===== config.mk =====
export PLATFORM = sky130hd
export DESIGN_NAME = fspc_top
export DESIGN_NICKNAME = d
export VERILOG_FILES = /design/src/fspc_pkg.sv /design/src/fspc_op_timer.sv /design/src/fspc_top.sv
export SDC_FILE = /design/constraint.sdc
export NUM_CORES = 1
export LEC_CHECK = 0
export ABC_AREA = 1
export BUFFER_PORTS_ARGS = -buffer_cell sky130_fd_sc_hd__buf_4
export CAP_MARGIN = 5
export CORE_MARGIN = 5
export CORE_UTILIZATION = 50
export CTS_CLUSTER_DIAMETER = 40
export DETAILED_ROUTE_END_ITERATION = 8
export PLACE_DENSITY = 0.77
export SLEW_MARGIN = 40
export SYNTH_ARGS = -nofsm -noshare
export SYNTH_HDL_FRONTEND = slang
export SYNTH_SLANG_ARGS = --single-unit

===== constraint.sdc =====
create_clock -name sys_clk_i -period 3.5 [get_ports sys_clk_i]
set_input_delay 0 -clock sys_clk_i [delete_from_list [all_inputs] [get_ports sys_clk_i]]
set_output_delay 0 -clock sys_clk_i [all_outputs]
set_load 0.02 [all_outputs]

===== src/fspc_pkg.sv =====
// Package with constants, types and state codes for flash self-program control
// Summary of operation
// RULE1 - Z=0x0001 armed load returns lock bits
// RULE2 - Auto-clear read select and enable on timeout
// RULE3 - Cleared arm restores normal program reads
// RULE4 - Z=0x0000 armed load returns fuse low
// RULE5 - Z=0x0003 armed load returns fuse high
// RULE6 - Z=0x0002 armed load returns fuse extended
// RULE7 - Programmed bits read zero, unprogrammed one
// RULE8 - Reset never aborts a running flash write; reset still clears buf_valid_reg, so buf_word_o streams 16'hFFFF after it
// RULE9 - Erase and write last 3.7 to 4.5 ms
// RULE10 - Busy flag bit 6 always reads zero
// RULE11 - Reserved bit 5 always reads zero
// RULE12 - Ready interrupt requested while enable clear
// RULE13 - Ready interrupt suppressed during EEPROM or store
// RULE14 - Buffer clear write wipes temporary page buffer
// RULE15 - Z0 selects lock or fuse readback
// RULE16 - Write command programs buffer into selected page
// RULE17 - Write command auto-clears, CPU halted meanwhile
// RULE18 - Erase command erases page from upper pointer
// RULE19 - Erase command auto-clears, CPU halted meanwhile
// RULE20 - Enable alone stores R1:R0 into buffer word
// RULE21 - Enable arms four cycles, held during operation
// RULE22 - Illegal low five bit patterns are ignored
// RULE23 - EEPROM write blocks programming and fuse reads
// RULE24 - Buffer erased after page write and reset
// RULE25 - Software erases with 00000011 then store
// RULE26 - Writes to read-only bits change nothing
package fspc_pkg;
  localparam logic [5:0] FSPC_CSR_ADDR = 6'h37;
  localparam logic [7:0] FSPC_CSR_RESET = 8'h00;
  localparam int FSPC_BIT_EN = 0;
  localparam int FSPC_BIT_ERS = 1;
  localparam int FSPC_BIT_WRT = 2;
  localparam int FSPC_BIT_LFR = 3;
  localparam int FSPC_BIT_RWWRE = 4;
  localparam int FSPC_BIT_RES = 5;
  localparam int FSPC_BIT_BUSY = 6;
  localparam int FSPC_BIT_IE = 7;
  localparam logic [4:0] FSPC_CMD_STORE = 5'h01;
  localparam logic [4:0] FSPC_CMD_ERASE = 5'h03;
  localparam logic [4:0] FSPC_CMD_WRITE = 5'h05;
  localparam logic [4:0] FSPC_CMD_LFREAD = 5'h09;
  localparam logic [4:0] FSPC_CMD_RWWRE = 5'h11;
  localparam logic [2:0] FSPC_STORE_WIN = 3'h4;
  localparam logic [2:0] FSPC_LOAD_WIN = 3'h3;
  localparam logic [15:0] FSPC_Z_FUSE_LO = 16'h0000;
  localparam logic [15:0] FSPC_Z_LOCK = 16'h0001;
  localparam logic [15:0] FSPC_Z_FUSE_EXT = 16'h0002;
  localparam logic [15:0] FSPC_Z_FUSE_HI = 16'h0003;
  localparam int FSPC_PAGE_WORDS = 32;
  localparam int FSPC_WORD_AW = 5;
  localparam int FSPC_CLK_HZ = 50000000;
  localparam int FSPC_OSC_DIV = 50;
  localparam int FSPC_OP_MIN_US = 3700;
  localparam int FSPC_OP_MAX_US = 4500;
  localparam int FSPC_OSC_HZ = FSPC_CLK_HZ / FSPC_OSC_DIV;
  localparam int FSPC_OP_TICKS = (FSPC_OP_MIN_US * (FSPC_OSC_HZ / 1000) + 999) / 1000;
  typedef enum logic [3:0] {
    FSPC_IDLE = 4'b0001,
    FSPC_ARMED = 4'b0010,
    FSPC_ERASING = 4'b0100,
    FSPC_WRITING = 4'b1000
  } fspc_state_t;
  typedef struct packed {
    logic [7:0] lock;
    logic [7:0] fuse_lo;
    logic [7:0] fuse_hi;
    logic [7:0] fuse_ext;
  } fspc_fuses_t;
  typedef struct packed {
    logic we;
    logic [FSPC_WORD_AW-1:0] word;
    logic [15:0] data;
  } fspc_buf_wr_t;
endpackage : fspc_pkg


===== src/fspc_op_timer.sv =====
// Oscillator-tick timer for flash erase and write durations
`timescale 1ns/1ps
module fspc_op_timer #(
  parameter int TICKS = fspc_pkg::FSPC_OP_TICKS
) (
  input wire logic sys_clk_i,
  input wire logic start_i,
  output logic done_o
);
  import fspc_pkg::*;
  logic [7:0] div_reg;
  logic osc_tick;
  logic [15:0] cnt_reg;
  logic run_reg;
  ////////////////////////////////////////////////////////////
  // Calibrated oscillator tick as enable; not reset so ops survive reset
  assign osc_tick = (div_reg == 8'(FSPC_OSC_DIV - 1));
  always_ff @(posedge sys_clk_i) begin
    if (osc_tick || start_i) begin
      div_reg <= 8'h00;
    end else begin
      div_reg <= div_reg + 8'h01;
    end
  end
  always_ff @(posedge sys_clk_i) begin
    done_o <= 1'b0;
    if (start_i) begin
      run_reg <= 1'b1;
      cnt_reg <= 16'(TICKS); // [RULE9]
    end else if (run_reg && osc_tick) begin
      if (cnt_reg == 16'h0001) begin
        run_reg <= 1'b0;
        done_o <= 1'b1;
      end
      cnt_reg <= cnt_reg - 16'h0001;
    end
  end
endmodule : fspc_op_timer


===== src/fspc_top.sv =====
// Self-program control register, timed arming, page buffer and fuse readback
`timescale 1ns/1ps
module fspc_top (
  input wire logic sys_clk_i,
  input wire logic rst_i,
  input wire logic io_we_i,
  input wire logic io_re_i,
  input wire logic [5:0] io_addr_i,
  input wire logic [7:0] io_wdata_i,
  output logic [7:0] io_rdata_o,
  input wire logic store_instr_i,
  input wire logic load_instr_i,
  input wire logic [15:0] zptr_i,
  input wire logic [15:0] r1r0_i,
  input wire logic [7:0] prog_byte_i,
  input wire logic global_irq_en_i,
  input wire logic eeprom_write_busy_i,
  input wire fspc_pkg::fspc_fuses_t fuses_i,
  output logic [7:0] load_data_o,
  output logic load_valid_o,
  output logic cpu_halt_o,
  output logic ready_irq_o,
  output logic page_erase_o,
  output logic page_write_o,
  output logic [15:0] page_addr_o,
  output logic [15:0] buf_word_o,
  output logic [fspc_pkg::FSPC_WORD_AW-1:0] buf_rd_idx_o
);
  import fspc_pkg::*;
  fspc_state_t state_reg;
  logic irq_en_reg;
  logic [4:0] cmd_reg;
  logic [2:0] win_reg;
  logic [15:0] page_buf [FSPC_PAGE_WORDS];
  logic [FSPC_PAGE_WORDS-1:0] buf_valid_reg;
  logic ee_busy_s1_reg;
  logic ee_busy_reg;
  logic gie_s1_reg;
  logic gie_reg;
  logic csr_sel;
  logic csr_wr;
  logic legal_wr;
  logic store_ok;
  logic lf_armed;
  logic lf_hit;
  logic op_start;
  logic op_done;
  logic busy_op;
  logic buf_clear;
  fspc_buf_wr_t bw;
  logic [7:0] csr_view;
  ////////////////////////////////////////////////////////////
  // Synchronise EEPROM busy and global enable
  always_ff @(posedge sys_clk_i) begin
    ee_busy_s1_reg <= eeprom_write_busy_i;
    ee_busy_reg <= ee_busy_s1_reg;
    gie_s1_reg <= global_irq_en_i;
    gie_reg <= gie_s1_reg;
  end
  ////////////////////////////////////////////////////////////
  // Decode
  assign csr_sel = (io_addr_i == FSPC_CSR_ADDR);
  assign csr_wr = io_we_i && csr_sel;
  assign busy_op = (state_reg == FSPC_ERASING) || (state_reg == FSPC_WRITING);
  assign legal_wr = (io_wdata_i[4:0] == FSPC_CMD_STORE) || (io_wdata_i[4:0] == FSPC_CMD_ERASE) ||
                    (io_wdata_i[4:0] == FSPC_CMD_WRITE) || (io_wdata_i[4:0] == FSPC_CMD_LFREAD) ||
                    (io_wdata_i[4:0] == FSPC_CMD_RWWRE); // [RULE22]
  assign store_ok = (state_reg == FSPC_ARMED) && store_instr_i && !ee_busy_reg; // [RULE23]
  assign lf_armed = (state_reg == FSPC_ARMED) && (cmd_reg == FSPC_CMD_LFREAD) &&
                    (win_reg > (FSPC_STORE_WIN - FSPC_LOAD_WIN)) && !ee_busy_reg; // [RULE1] [RULE23]
  assign lf_hit = lf_armed && load_instr_i;
  assign op_start = store_ok && ((cmd_reg == FSPC_CMD_ERASE) || (cmd_reg == FSPC_CMD_WRITE));
  assign buf_clear = csr_wr && (state_reg == FSPC_IDLE) && !ee_busy_reg &&
                     (io_wdata_i[4:0] == FSPC_CMD_RWWRE); // [RULE14] [RULE22]
  ////////////////////////////////////////////////////////////
  // Command arming and auto-clear; op state survives reset
  always_ff @(posedge sys_clk_i) begin
    if (rst_i && !busy_op) begin
      state_reg <= FSPC_IDLE;
      cmd_reg <= 5'h00;
      win_reg <= 3'h0;
    end else begin
      case (state_reg)
        FSPC_IDLE: begin
          if (csr_wr && legal_wr && !ee_busy_reg) begin // [RULE22] [RULE23]
            state_reg <= FSPC_ARMED;
            cmd_reg <= io_wdata_i[4:0];
            win_reg <= FSPC_STORE_WIN; // [RULE21]
          end
        end
        FSPC_ARMED: begin
          if (op_start) begin
            state_reg <= (cmd_reg == FSPC_CMD_ERASE) ? FSPC_ERASING : FSPC_WRITING; // [RULE16] [RULE18]
          end else if (store_ok || lf_hit || win_reg == 3'h1) begin
            state_reg <= FSPC_IDLE; // [RULE2] [RULE17] [RULE19] [RULE21]
            cmd_reg <= 5'h00;
          end
          win_reg <= win_reg - 3'h1;
        end
        FSPC_ERASING, FSPC_WRITING: begin
          if (op_done) begin
            state_reg <= FSPC_IDLE; // [RULE8] [RULE17] [RULE19]
            cmd_reg <= 5'h00;
          end
        end
        default: begin
          state_reg <= FSPC_IDLE;
          cmd_reg <= 5'h00;
        end
      endcase
    end
  end
  fspc_op_timer u_timer (
    .sys_clk_i(sys_clk_i),
    .start_i(op_start),
    .done_o(op_done)
  ); // [RULE9]
  ////////////////////////////////////////////////////////////
  // Interrupt enable bit; read-only bits ignored
  always_ff @(posedge sys_clk_i) begin
    if (rst_i) begin
      irq_en_reg <= FSPC_CSR_RESET[FSPC_BIT_IE];
    end else if (csr_wr) begin
      irq_en_reg <= io_wdata_i[FSPC_BIT_IE]; // [RULE26]
    end
  end
  ////////////////////////////////////////////////////////////
  // Temporary page buffer
  always_comb begin
    bw.we = store_ok && (cmd_reg == FSPC_CMD_STORE) && !buf_valid_reg[zptr_i[FSPC_WORD_AW:1]]; // [RULE20]
    bw.word = zptr_i[FSPC_WORD_AW:1]; // [RULE20]
    bw.data = r1r0_i;
  end
  always_ff @(posedge sys_clk_i) begin
    if (rst_i || buf_clear || (op_done && state_reg == FSPC_WRITING)) begin
      buf_valid_reg <= '0; // [RULE14] [RULE24]
    end else if (bw.we) begin
      buf_valid_reg[bw.word] <= 1'b1;
    end
  end
  always_ff @(posedge sys_clk_i) begin
    if (bw.we) begin
      page_buf[bw.word] <= bw.data;
    end
  end
  ////////////////////////////////////////////////////////////
  // Flash array strobes and write-data stream
  always_ff @(posedge sys_clk_i) begin
    if (rst_i && !busy_op) begin
      page_erase_o <= 1'b0;
      page_write_o <= 1'b0;
      page_addr_o <= 16'h0000;
      cpu_halt_o <= 1'b0;
      buf_rd_idx_o <= '0;
      buf_word_o <= 16'h0000;
    end else begin
      page_erase_o <= op_start && (cmd_reg == FSPC_CMD_ERASE); // [RULE18]
      page_write_o <= op_start && (cmd_reg == FSPC_CMD_WRITE); // [RULE16]
      if (op_start) begin
        page_addr_o <= {zptr_i[15:FSPC_WORD_AW+1], {(FSPC_WORD_AW+1){1'b0}}}; // [RULE16] [RULE18]
      end
      if (op_start) begin
        cpu_halt_o <= 1'b1; // [RULE17] [RULE19]
      end else if (op_done) begin
        cpu_halt_o <= 1'b0;
      end
      if (state_reg == FSPC_WRITING) begin
        buf_rd_idx_o <= buf_rd_idx_o + 1'b1;
        buf_word_o <= buf_valid_reg[buf_rd_idx_o] ? page_buf[buf_rd_idx_o] : 16'hFFFF;
      end else begin
        buf_rd_idx_o <= '0;
      end
    end
  end
  ////////////////////////////////////////////////////////////
  // Load data: lock or fuse bytes when armed, else program byte
  always_ff @(posedge sys_clk_i) begin
    if (rst_i) begin
      load_data_o <= 8'h00;
      load_valid_o <= 1'b0;
    end else begin
      load_valid_o <= load_instr_i;
      if (lf_hit) begin
        if (!zptr_i[0]) begin // [RULE15]
          load_data_o <= (zptr_i == FSPC_Z_FUSE_EXT) ? fuses_i.fuse_ext : fuses_i.fuse_lo; // [RULE4] [RULE6] [RULE7]
        end else begin
          load_data_o <= (zptr_i == FSPC_Z_FUSE_HI) ? fuses_i.fuse_hi : fuses_i.lock; // [RULE1] [RULE5] [RULE7]
        end
      end else if (load_instr_i) begin
        load_data_o <= prog_byte_i; // [RULE3]
      end
    end
  end
  ////////////////////////////////////////////////////////////
  // Register read and ready interrupt
  always_comb begin
    csr_view = 8'h00;
    csr_view[FSPC_BIT_IE] = irq_en_reg;
    csr_view[FSPC_BIT_BUSY] = 1'b0; // [RULE10]
    csr_view[FSPC_BIT_RES] = 1'b0; // [RULE11]
    csr_view[4:0] = (state_reg == FSPC_IDLE) ? 5'h00 : cmd_reg;
  end
  always_ff @(posedge sys_clk_i) begin
    if (rst_i) begin
      io_rdata_o <= 8'h00;
      ready_irq_o <= 1'b0;
    end else begin
      io_rdata_o <= (io_re_i && csr_sel) ? csr_view : 8'h00;
      ready_irq_o <= irq_en_reg && gie_reg && (state_reg == FSPC_IDLE) && !ee_busy_reg; // [RULE12] [RULE13]
    end
  end
endmodule : fspc_top


Word level (Yosys, flattened, before mapping)

Memory sizes are Yosys's and may differ from the RTL's. A register that Yosys moved wholly into a read port is not among the register bits.
Cells that the tools add are included.

Bits in read-only memories: 0
Latch bits: 0
Output and inout port bits: 58
Word-level logic and storage cells: 144
Input port bits: 94
Memories kept: 1
Register bits after elaboration: 127
Memory bits (writable): 512

Add/subtract/negate cells: 4
Equality and inequality tests: 24
Muxes and demuxes: 31
Div/mod/pow operators: 0
Shift-type cells: 0
Bitwise operators: 4
Magnitude comparators: 4
Reductions and logical operators: 51
$mul: 0

Memory list:

| name     | depth | width | rd ports | clocked after memory_dff | write ports | line           | text |
|---|---|---|---|---|---|---|---|
| page_buf | 32    | 16    | 1        | 1                        | 1           | fspc_top.sv:34 | `logic [15:0] page_buf [FSPC_PAGE_WORDS];` |

Operators by type and width:

| kind                  | count |
|---|---|
| $mux 8                | 5 |
| $eq 16x2->1 const B   | 2 |
| $or 32x32->32         | 1 |
| $logic_and 1x1->1     | 25 |
| $mux 5                | 5 |
| $mux 4                | 5 |
| $eq 16x1->1 const B   | 1 |
| $mux 16               | 1 |
| $sub 16x1->16 const B | 1 |
| $pmux 5 s3            | 1 |
| $lt 5x6->1 const B    | 2 |
| $pmux 4 s3            | 1 |
| $logic_or 1x1->1      | 11 |
| $bmux 1 s5            | 2 |
| $eq 5x1->1 const B    | 2 |
| $eq 5x2->1 const B    | 2 |
| $eq 5x3->1 const B    | 2 |
| $eq 5x4->1 const B    | 2 |
| $add 8x1->8 const B   | 1 |
| $eq 8x6->1 const B    | 1 |
| $mux 1                | 8 |
| $reduce_or 2->1       | 4 |
| $eq 6x6->1 const B    | 1 |
| $pmux 3 s2            | 1 |
| other kinds (22)      | 31 |

Depth between registers and ports, before layout

Gate-level depths: netlist (run 1).

Word-level depth: 10
Gate-level depth with buffers: 16
Depth with buffers taken out: 12

Modules after synthesis

A second synthesis (run 1) with hierarchy kept.

Cells, all modules: 2564
Area total of the unflattened synthesis: 26601.8 sq um

By module, submodules not included:

| module        | area an instance (sq um) | instances | cells each | seq. area each (sq um) |
|---|---|---|---|---|
| fspc_top      | 25303.0                  | 1         | 2375       | 17356.6 |
| fspc_op_timer | 1298.7                   | 1         | 189        | 520.5 |

Worst setup path after synthesis (run 1)

OpenSTA, ideal clock, no wires.

Path kind: flip-flop to flip-flop
Start point: register state_reg[3]
End point: memory page_buf[0][0], enable pin
Setup time: 0.388 ns
Buffers on the path: 0
Stages on the path, launching flop included: 8
Slack: 0.976 ns
Required time: 3.112 ns
Data arrival time: 2.136 ns
Period minus slack after synthesis: 2.524 ns
Cells stage by stage: dfxtp_1 > nor2_1 > nand3_2 > nor2_2 > nand3_1 > a21oi_1 > nand4_2 > nor2_1

Cells in the longest elaborated chain, start to end: 7

RTL lines:

| element                         | line            | text |
|---|---|---|
| from (decl)                     | fspc_top.sv:30  | `fspc_state_t state_reg;` |
| from (signal assigned)          | fspc_top.sv:93  | `state_reg <= (cmd_reg == FSPC_CMD_ERASE) ? FSPC_ERASING : FSPC_WRITING;` |
| $eq 4x2->1                      | fspc_top.sv:68  | `assign store_ok = (state_reg == FSPC_ARMED) && store_instr_i && !ee_busy_reg;` |
| $logic_and 1x1->1 (2 in series) | fspc_top.sv:68  |  |
| $logic_and 1x1->1 (2 in series) | fspc_top.sv:130 | `bw.we = store_ok && (cmd_reg == FSPC_CMD_STORE) && !buf_valid_reg[zptr_i[FSPC_WORD_AW:1]];` |
| $mux 1                          | fspc_top.sv:142 | `if (bw.we) begin` |
| $mux 1 (implied by the code)    | fspc_top.sv:143 | `page_buf[bw.word] <= bw.data;` |
| to (decl)                       | fspc_top.sv:34  |  |

Every way passes these cells.

Final worst setup path (run 1)

Start point: register state_reg[3]
End point: memory page_buf[2][2], enable pin

Same word-level chain as after synthesis.

==> results of run 1 <==
-- metrics by stage --
stage | setup slack, ns | instance area, um^2 | cells | power [W]
after floorplan | 0.976 | 26800 | 2581 | 0.00848
after global placement | 0.756 | 28400 | 3320 | 0.00869
after detailed placement | 0.674 | 28400 | 3320 | 0.00870
after CTS | 0.663 | 31600 | 3518 | 0.0166
after global routing | 0.467 | 31600 | 3518 | 0.0169
final | 0.631 | 31600 | 3519 | 0.0165
-- placed cells by master (no fill, tap or decap), drive strengths merged, types with 2 or more instances in the layout --
master | synthesis | routed
nor4 | 4 | 4
nand3b | 8 | 8
xor2 | 8 | 8
nand2 | 375 | 375
ha | 7 | 7
nand4 | 14 | 14
nand3 | 126 | 126
xnor2 | 2 | 2
buf | 82 | 193
clkinvlp | 0 | 7
clkbuf | 60 | 87
or2 | 13 | 13
clkinv | 7 | 30
nor3 | 17 | 17
nor2 | 523 | 523
conb | 1 | 8
inv | 157 | 166
edfxtp | 512 | 512
dfxtp | 125 | 125
o22ai | 20 | 20
o211ai | 69 | 69
dlygate4sd3 | 0 | 63
o21ai | 347 | 347
bufinv | 0 | 9
a21oi | 94 | 94
-- critical path: stages (launching register included) --
cell,delay (ns)
dfxtp_1,0.33
nor2_1,0.17
nand3_2,0.17
nor2_2,0.18
nand3_1,0.11
a21oi_1,0.46
nand4_2,0.52
nor2_1,0.29
buf_4,0.32
-- where the power goes --
group          internal, W  total, W  switching (W)
clock              0.00476   0.00791        0.00315
combinational     0.000150  0.000420       0.000270
sequential         0.00818   0.00819     0.00000925
total               0.0131    0.0165        0.00343
-- kinds of logic (layout without fill, tap and decap cells) --
group,Yosys count,in the layout
other,1,9
AO/OA/AOI/OAI,533,533
AND/OR/NAND/NOR,1080,1080
flip-flops,637,637
adder cells (fa/ha/maj),7,7
buffers and inverters,306,555
XOR/XNOR,10,10
-- worst paths after layout --
kind	startpoint	to	slack (ns)
worst min-delay path	global_irq_en_i	gie_s1_reg$_DFF_P_	0.03
worst min register to register	gie_s1_reg$_DFF_P_	gie_reg$_DFF_P_	0.33
worst max register to register	state_reg[3]$_SDFFE_PP0P_	page_buf[2][2]$_DFFE_PP_	0.63
worst max-delay path	state_reg[3]$_SDFFE_PP0P_	page_buf[2][2]$_DFFE_PP_	0.63
-- per-layer routing --
layer  global-route usage  part of all wire
met5                    0                 0
met4                0.100             0.043
met3               0.0409             0.082
met1                0.298              0.38
met2                0.401              0.50
-- layout make-up --
cell class | instances | area, um^2
Fill cell | 4045 | 21200
Sequential cell | 637 | 17900
Multi-Input combinational cell | 1638 | 7530
Timing Repair Buffer | 256 | 2150
Clock buffer | 87 | 1970
Tap cell | 688 | 861
Inverter | 164 | 623
Clock inverter | 48 | 569
Antenna cell | 1 | 2.50
==> flow_summary.yaml, run 1 <==
cells_and_area:
  final_layout_size_suffix_gt1_frac: 0.128
  layout.core_utilization: 0.599
  number_of_flip_flops_in_the_largest_register: 512
  area_growth_syn_to_layout_pct: 18.1
  finish.net_count: 2871
worst_setup_path:
  timing.critical_path.from_type: "flop"
  worst_ep_required_time_ns: 3.79
  critPathMaxFanout: 16
  cp_data_arrival_time_ns: 3.16
  timing.reg2reg.worst_path_depth: 8
  cp-end-kind: "flop"
  timing_worst_setup_path_type: "reg2reg"
floorplan:
  chip_height_um: 241
  core_um2: 52800
  floorplan.initialDensity: 0.507
  io-pin-count: 152
  die_area_um2: 58200
  core.rowCount: 84
  die_w_um: 241
cts:
  root_buffer: "clkbuf_16"
  cts_num_sinks: 637
  tritoncts_clock_tree: "done"
  postCtsSetupBuffers: 0
  cts_inserted_buffers: 73
  h-tree-depth: 3
  clock_latency_ns: 0.62
  clock_tree_buf_depth: 3
  cts_hold_buffers: 63
  path_clk_slew_ns: 0.06
  cts-resized-gates: 0
power_and_ir_drop:
  p_leak_nw: 11.6
  power_per_cell_area_nw_per_um2: 523
  vdd.ir_drop.worst_mv: 0.667
global_route:
  grt_start_max_net_pins: 133
  via_count_of_the_first_global_routing_pass: 19500
  global_route_wire_length_before_repair_mm: 107
  global_route.overflow_total: 0
  antenna_violations_before_repair: 0
  globalRouteTotalUtil: 0.235
logic_synthesis:
  area_share_of_the_largest_cell_type_after_synthesis: 0.575
  post-synth-top-count-cell: "nor2_1"
  synth_mux_area_frac: 0
  synth_xor_xnor_area_share: 0.00327
  synth-edff-count: 512
  seq_area_frac_synth: 0.668
  synth.cell_area_um2: 26800
  yosys_most_used_dff: "edfxtp_1"
  syn-instance-count: 2574
  synth_simple_gate_area_frac: 0.166
  synth_top_cells_by_count: "517 x nor2_1, 512 x edfxtp_1, 373 x nand2_1"
  synth.lib_cells_used.distinct: 41
  syn_avg_cell_area_um2: 10.4
  synth_top_cells_by_area: "edfxtp_1 57%, dfxtp_1 9.4%, nor2_1 7.3%"
  post_synth_fa_ha_maj_area_fraction: 0.00327
  synth_top_family_by_area: "simple AND/OR/NAND/NOR gates"
  ys_ff_latch: 637
  synth_compound_area_frac: 0.108
  async_flop_share: 0
  ys_warn_count: 0
  yosys.area.top_type: "edfxtp_1"
place:
  place.gp.congestion: 0.896
  place.detailed.hpwl_mm: 40.3
  port-buffer-count: 141
run:
  maxCapViolCount: 0
timing:
  tns_ns: 0
  slew_violations: 0
  grt_setup_unrepaired: "no"
  finalHoldViolCount: 0
  fmax_ghz: 0.349
  relative_slew_margins: 0.449
  finalHoldWorstSlack_ns: 0.0256
  fin_skew_ns: 0.0311
  final.period_utilization: 0.820
  max_slew.worst_pin.slew_ns: 0.821
  finalCriticalPeriod_ns: 2.87
  finalSetupViolCount: 0
route:
  drt-initial-drc-count: 2212
  finalWirelength_mm: 70.4
  router_iterations_before_antenna_repair: 8
  final_antenna_net_count: 0
  post-route-drc-count: 0
  post_drt_wl_per_cell_um: 20.0
  route.vias.total: 20000
  detail_route.vias_per_cell: 5.69
hold_path:
  holdCritPathClass: "in2reg"
  holdPathStages: 2
outcome:
  run_status: "finished, final reports clean"
Note: power is estimated with default switching activity, not from simulation.
==> run 2: changes to the inputs <==
clock period = 2.7 ns   (was 3.5 ns; I/O delays follow)
==> run 2 against run 1 <==
Net effect:
- sequential power up 29%
- combinational power up 34%
- cell count up 1.5%
- core utilization up 0.80 points
- die area unchanged
- largest cell class unchanged
- critical path type unchanged
- clock power up 29%
- setup slack worse by 0.55 ns
- via count up 2.0%
==> flow_summary.yaml, run 2 (synthesis results as in run 1) <==
worst_setup_path:
  reg2reg_from: "state_reg[3]$_SDFFE_PP0P_"
  cp_data_arrival_time_ns: 3.16
  timing.reg2reg.worst_path_depth: 10
  worst_ep_required_time_ns: 3.24
  timing.critical_path.from_type: "flop"
  cp-end-kind: "flop"
  timing_worst_setup_path_type: "reg2reg"
  critPathMaxFanout: 7
  worstReg2RegEnd: "load_data_o[7]$_SDFFE_PP0P_"
  r2r_slack_ns: 0.08
cells_and_area:
  finish.net_count: 2926
  area_growth_syn_to_layout_pct: 19.7
  most_common_cell_after_layout_fill_and_taps_aside: "nor2_1"
  final_layout_size_suffix_gt1_frac: 0.142
  stdcell_count: 3572
  num_antenna_cells: 0
  number_of_flip_flops_in_the_largest_register: 512
  leading_cell_types_in_the_layout_fill_and_taps_excluded: "516 x nor2_1, 512 x edfxtp_1, 373 x nand2_1, 298 x o21ai_0, 235 x buf_4"
floorplan:
  core.rowCount: 84
  core_um2: 52800
  chip_height_um: 241
  floorplan.initialDensity: 0.507
  io-pin-count: 152
  die_area_um2: 58200
  die_w_um: 241
timing:
  tns_ns: 0
  relative_slew_margins: 0.516
  finalHoldViolCount: 0
  fin_skew_ns: 0.0202
  final.period_utilization: 0.971
  max_slew.worst_pin.slew_ns: 0.724
  finalSetupViolCount: 0
  finalCriticalPeriod_ns: 2.62
  fmax_ghz: 0.381
  slew_violations: 0
cts:
  clock_latency_ns: 0.62
  cts_inserted_buffers: 76
  clock_tree_buf_depth: 3
  tritoncts_clock_tree: "done"
  h-tree-depth: 3
  cts_num_sinks: 637
  path_clk_slew_ns: 0.05
  root_buffer: "clkbuf_16"
global_route:
  antenna_violations_before_repair: 0
  grt_start_max_net_pins: 103
  global_route_wire_length_before_repair_mm: 109
  via_count_of_the_first_global_routing_pass: 19900
  globalRouteTotalUtil: 0.240
  global_route.overflow_total: 0
route:
  drt-initial-drc-count: 2401
  detail_route.vias_per_cell: 5.72
  route.vias.total: 20400
  final_antenna_net_count: 0
  router_iterations_before_antenna_repair: 6
  post-route-drc-count: 0
  finalWirelength_mm: 71.1
  post_drt_wl_per_cell_um: 19.9
place:
  place.gp.congestion: 0.927
  place.detailed.hpwl_mm: 42.8
  port-buffer-count: 141
  dpl.cell_count: 3361
power_and_ir_drop:
  vdd.ir_drop.worst_mv: 0.536
  p_leak_nw: 11.8
  power_per_cell_area_nw_per_um2: 668
hold_path:
  holdCritPathClass: "in2reg"
  whs_endpoint: "gie_s1_reg$_DFF_P_"
  holdPathStages: 2
  worst_hold_startpoint: "global_irq_en_i"
outcome:
  run_status: "finished, final reports clean"
run:
  maxCapViolCount: 0
-- run 2: cell count changes in the layout (fill, tap and decap cells not counted), sizes merged --
cell / before / now
diode: 1 / 0
inv: 166 / 168
clkbuf: 87 / 94
bufinv: 9 / 7
buf: 193 / 244
clkinv: 30 / 25
dlygate4sd3: 63 / 64
-- run 2: worst max-delay path: stages, from the launching register on --
cell	delay [ns]
dfxtp_1	0.33
nor2_1	0.21
nand3_2	0.16
nor2_1	0.14
nand3_1	0.11
buf_6	0.16
a21oi_1	0.11
dlygate4sd3_1	0.58
nand2_1	0.07
dlygate4sd3_1	0.58
a21oi_1	0.13
-- run 2: per-layer routing --
metal,up-vias,global-route usage,part of all wire
met4,0,0.0980,0.040
met3,175,0.0430,0.095
met5,-,0,0
li1,9363,-,-
met2,1126,0.399,0.48
met1,9772,0.314,0.38
-- run 2: power by group --
part | internal (W) | total, W | switching [W]
logic | 0.000201 | 0.000563 | 0.000363
clock network | 0.00611 | 0.0102 | 0.00409
registers | 0.0106 | 0.0106 | 0.0000122
total | 0.0169 | 0.0214 | 0.00446
-- run 2: area by class of cell --
cell class | instances | area [um^2]
inverters | 164 | 623
flip-flops and latches | 637 | 17900
well taps | 688 | 861
fillers | 3989 | 20700
clock buffers | 94 | 2030
multi-input cells | 1638 | 7530
clock inverters | 43 | 504
repair buffers | 308 | 2580
-- run 2: how the worst max path moves through the flow --
stage,to,from
floorplan,page_buf[0][0]$_DFFE_PP_,state_reg[3]$_SDFFE_PP0P_
global placement,buf_word_o[14]$_SDFFE_PP0N_,buf_rd_idx_o[1]$_SDFF_PP0_
detailed placement,page_buf[25][6]$_DFFE_PP_,state_reg[2]$_SDFFE_PP0P_
CTS,load_data_o[1]$_SDFFE_PP0P_,state_reg[3]$_SDFFE_PP0P_
global route,load_data_o[7]$_SDFFE_PP0P_,state_reg[3]$_SDFFE_PP0P_
finish,load_data_o[7]$_SDFFE_PP0P_,state_reg[3]$_SDFFE_PP0P_
-- run 2: what timing repair did --
action | CTS | global route
endpoints found under the setup margin | 0 | 8
buffers inserted | 0 | 10
hold buffers | 67 | 0
hold endpoints to repair | 579 | 0
resized for setup | 0 | 2
-- run 2: per-stage QoR --
step            util  total power, W  hold slack [ns]  setup WS (ns)  cell area, um^2
3_3_place_gp   0.545          0.0113            0.107          0.366            28800
6_report       0.607          0.0214           0.0466         0.0773            32000
5_1_grt        0.607          0.0220           0.0344       -0.00867            32000
4_1_cts        0.606          0.0215           0.0186         0.0783            32000
3_5_place_dp   0.545          0.0113            0.109          0.326            28800
2_1_floorplan      -          0.0110           0.0277          0.176            26800
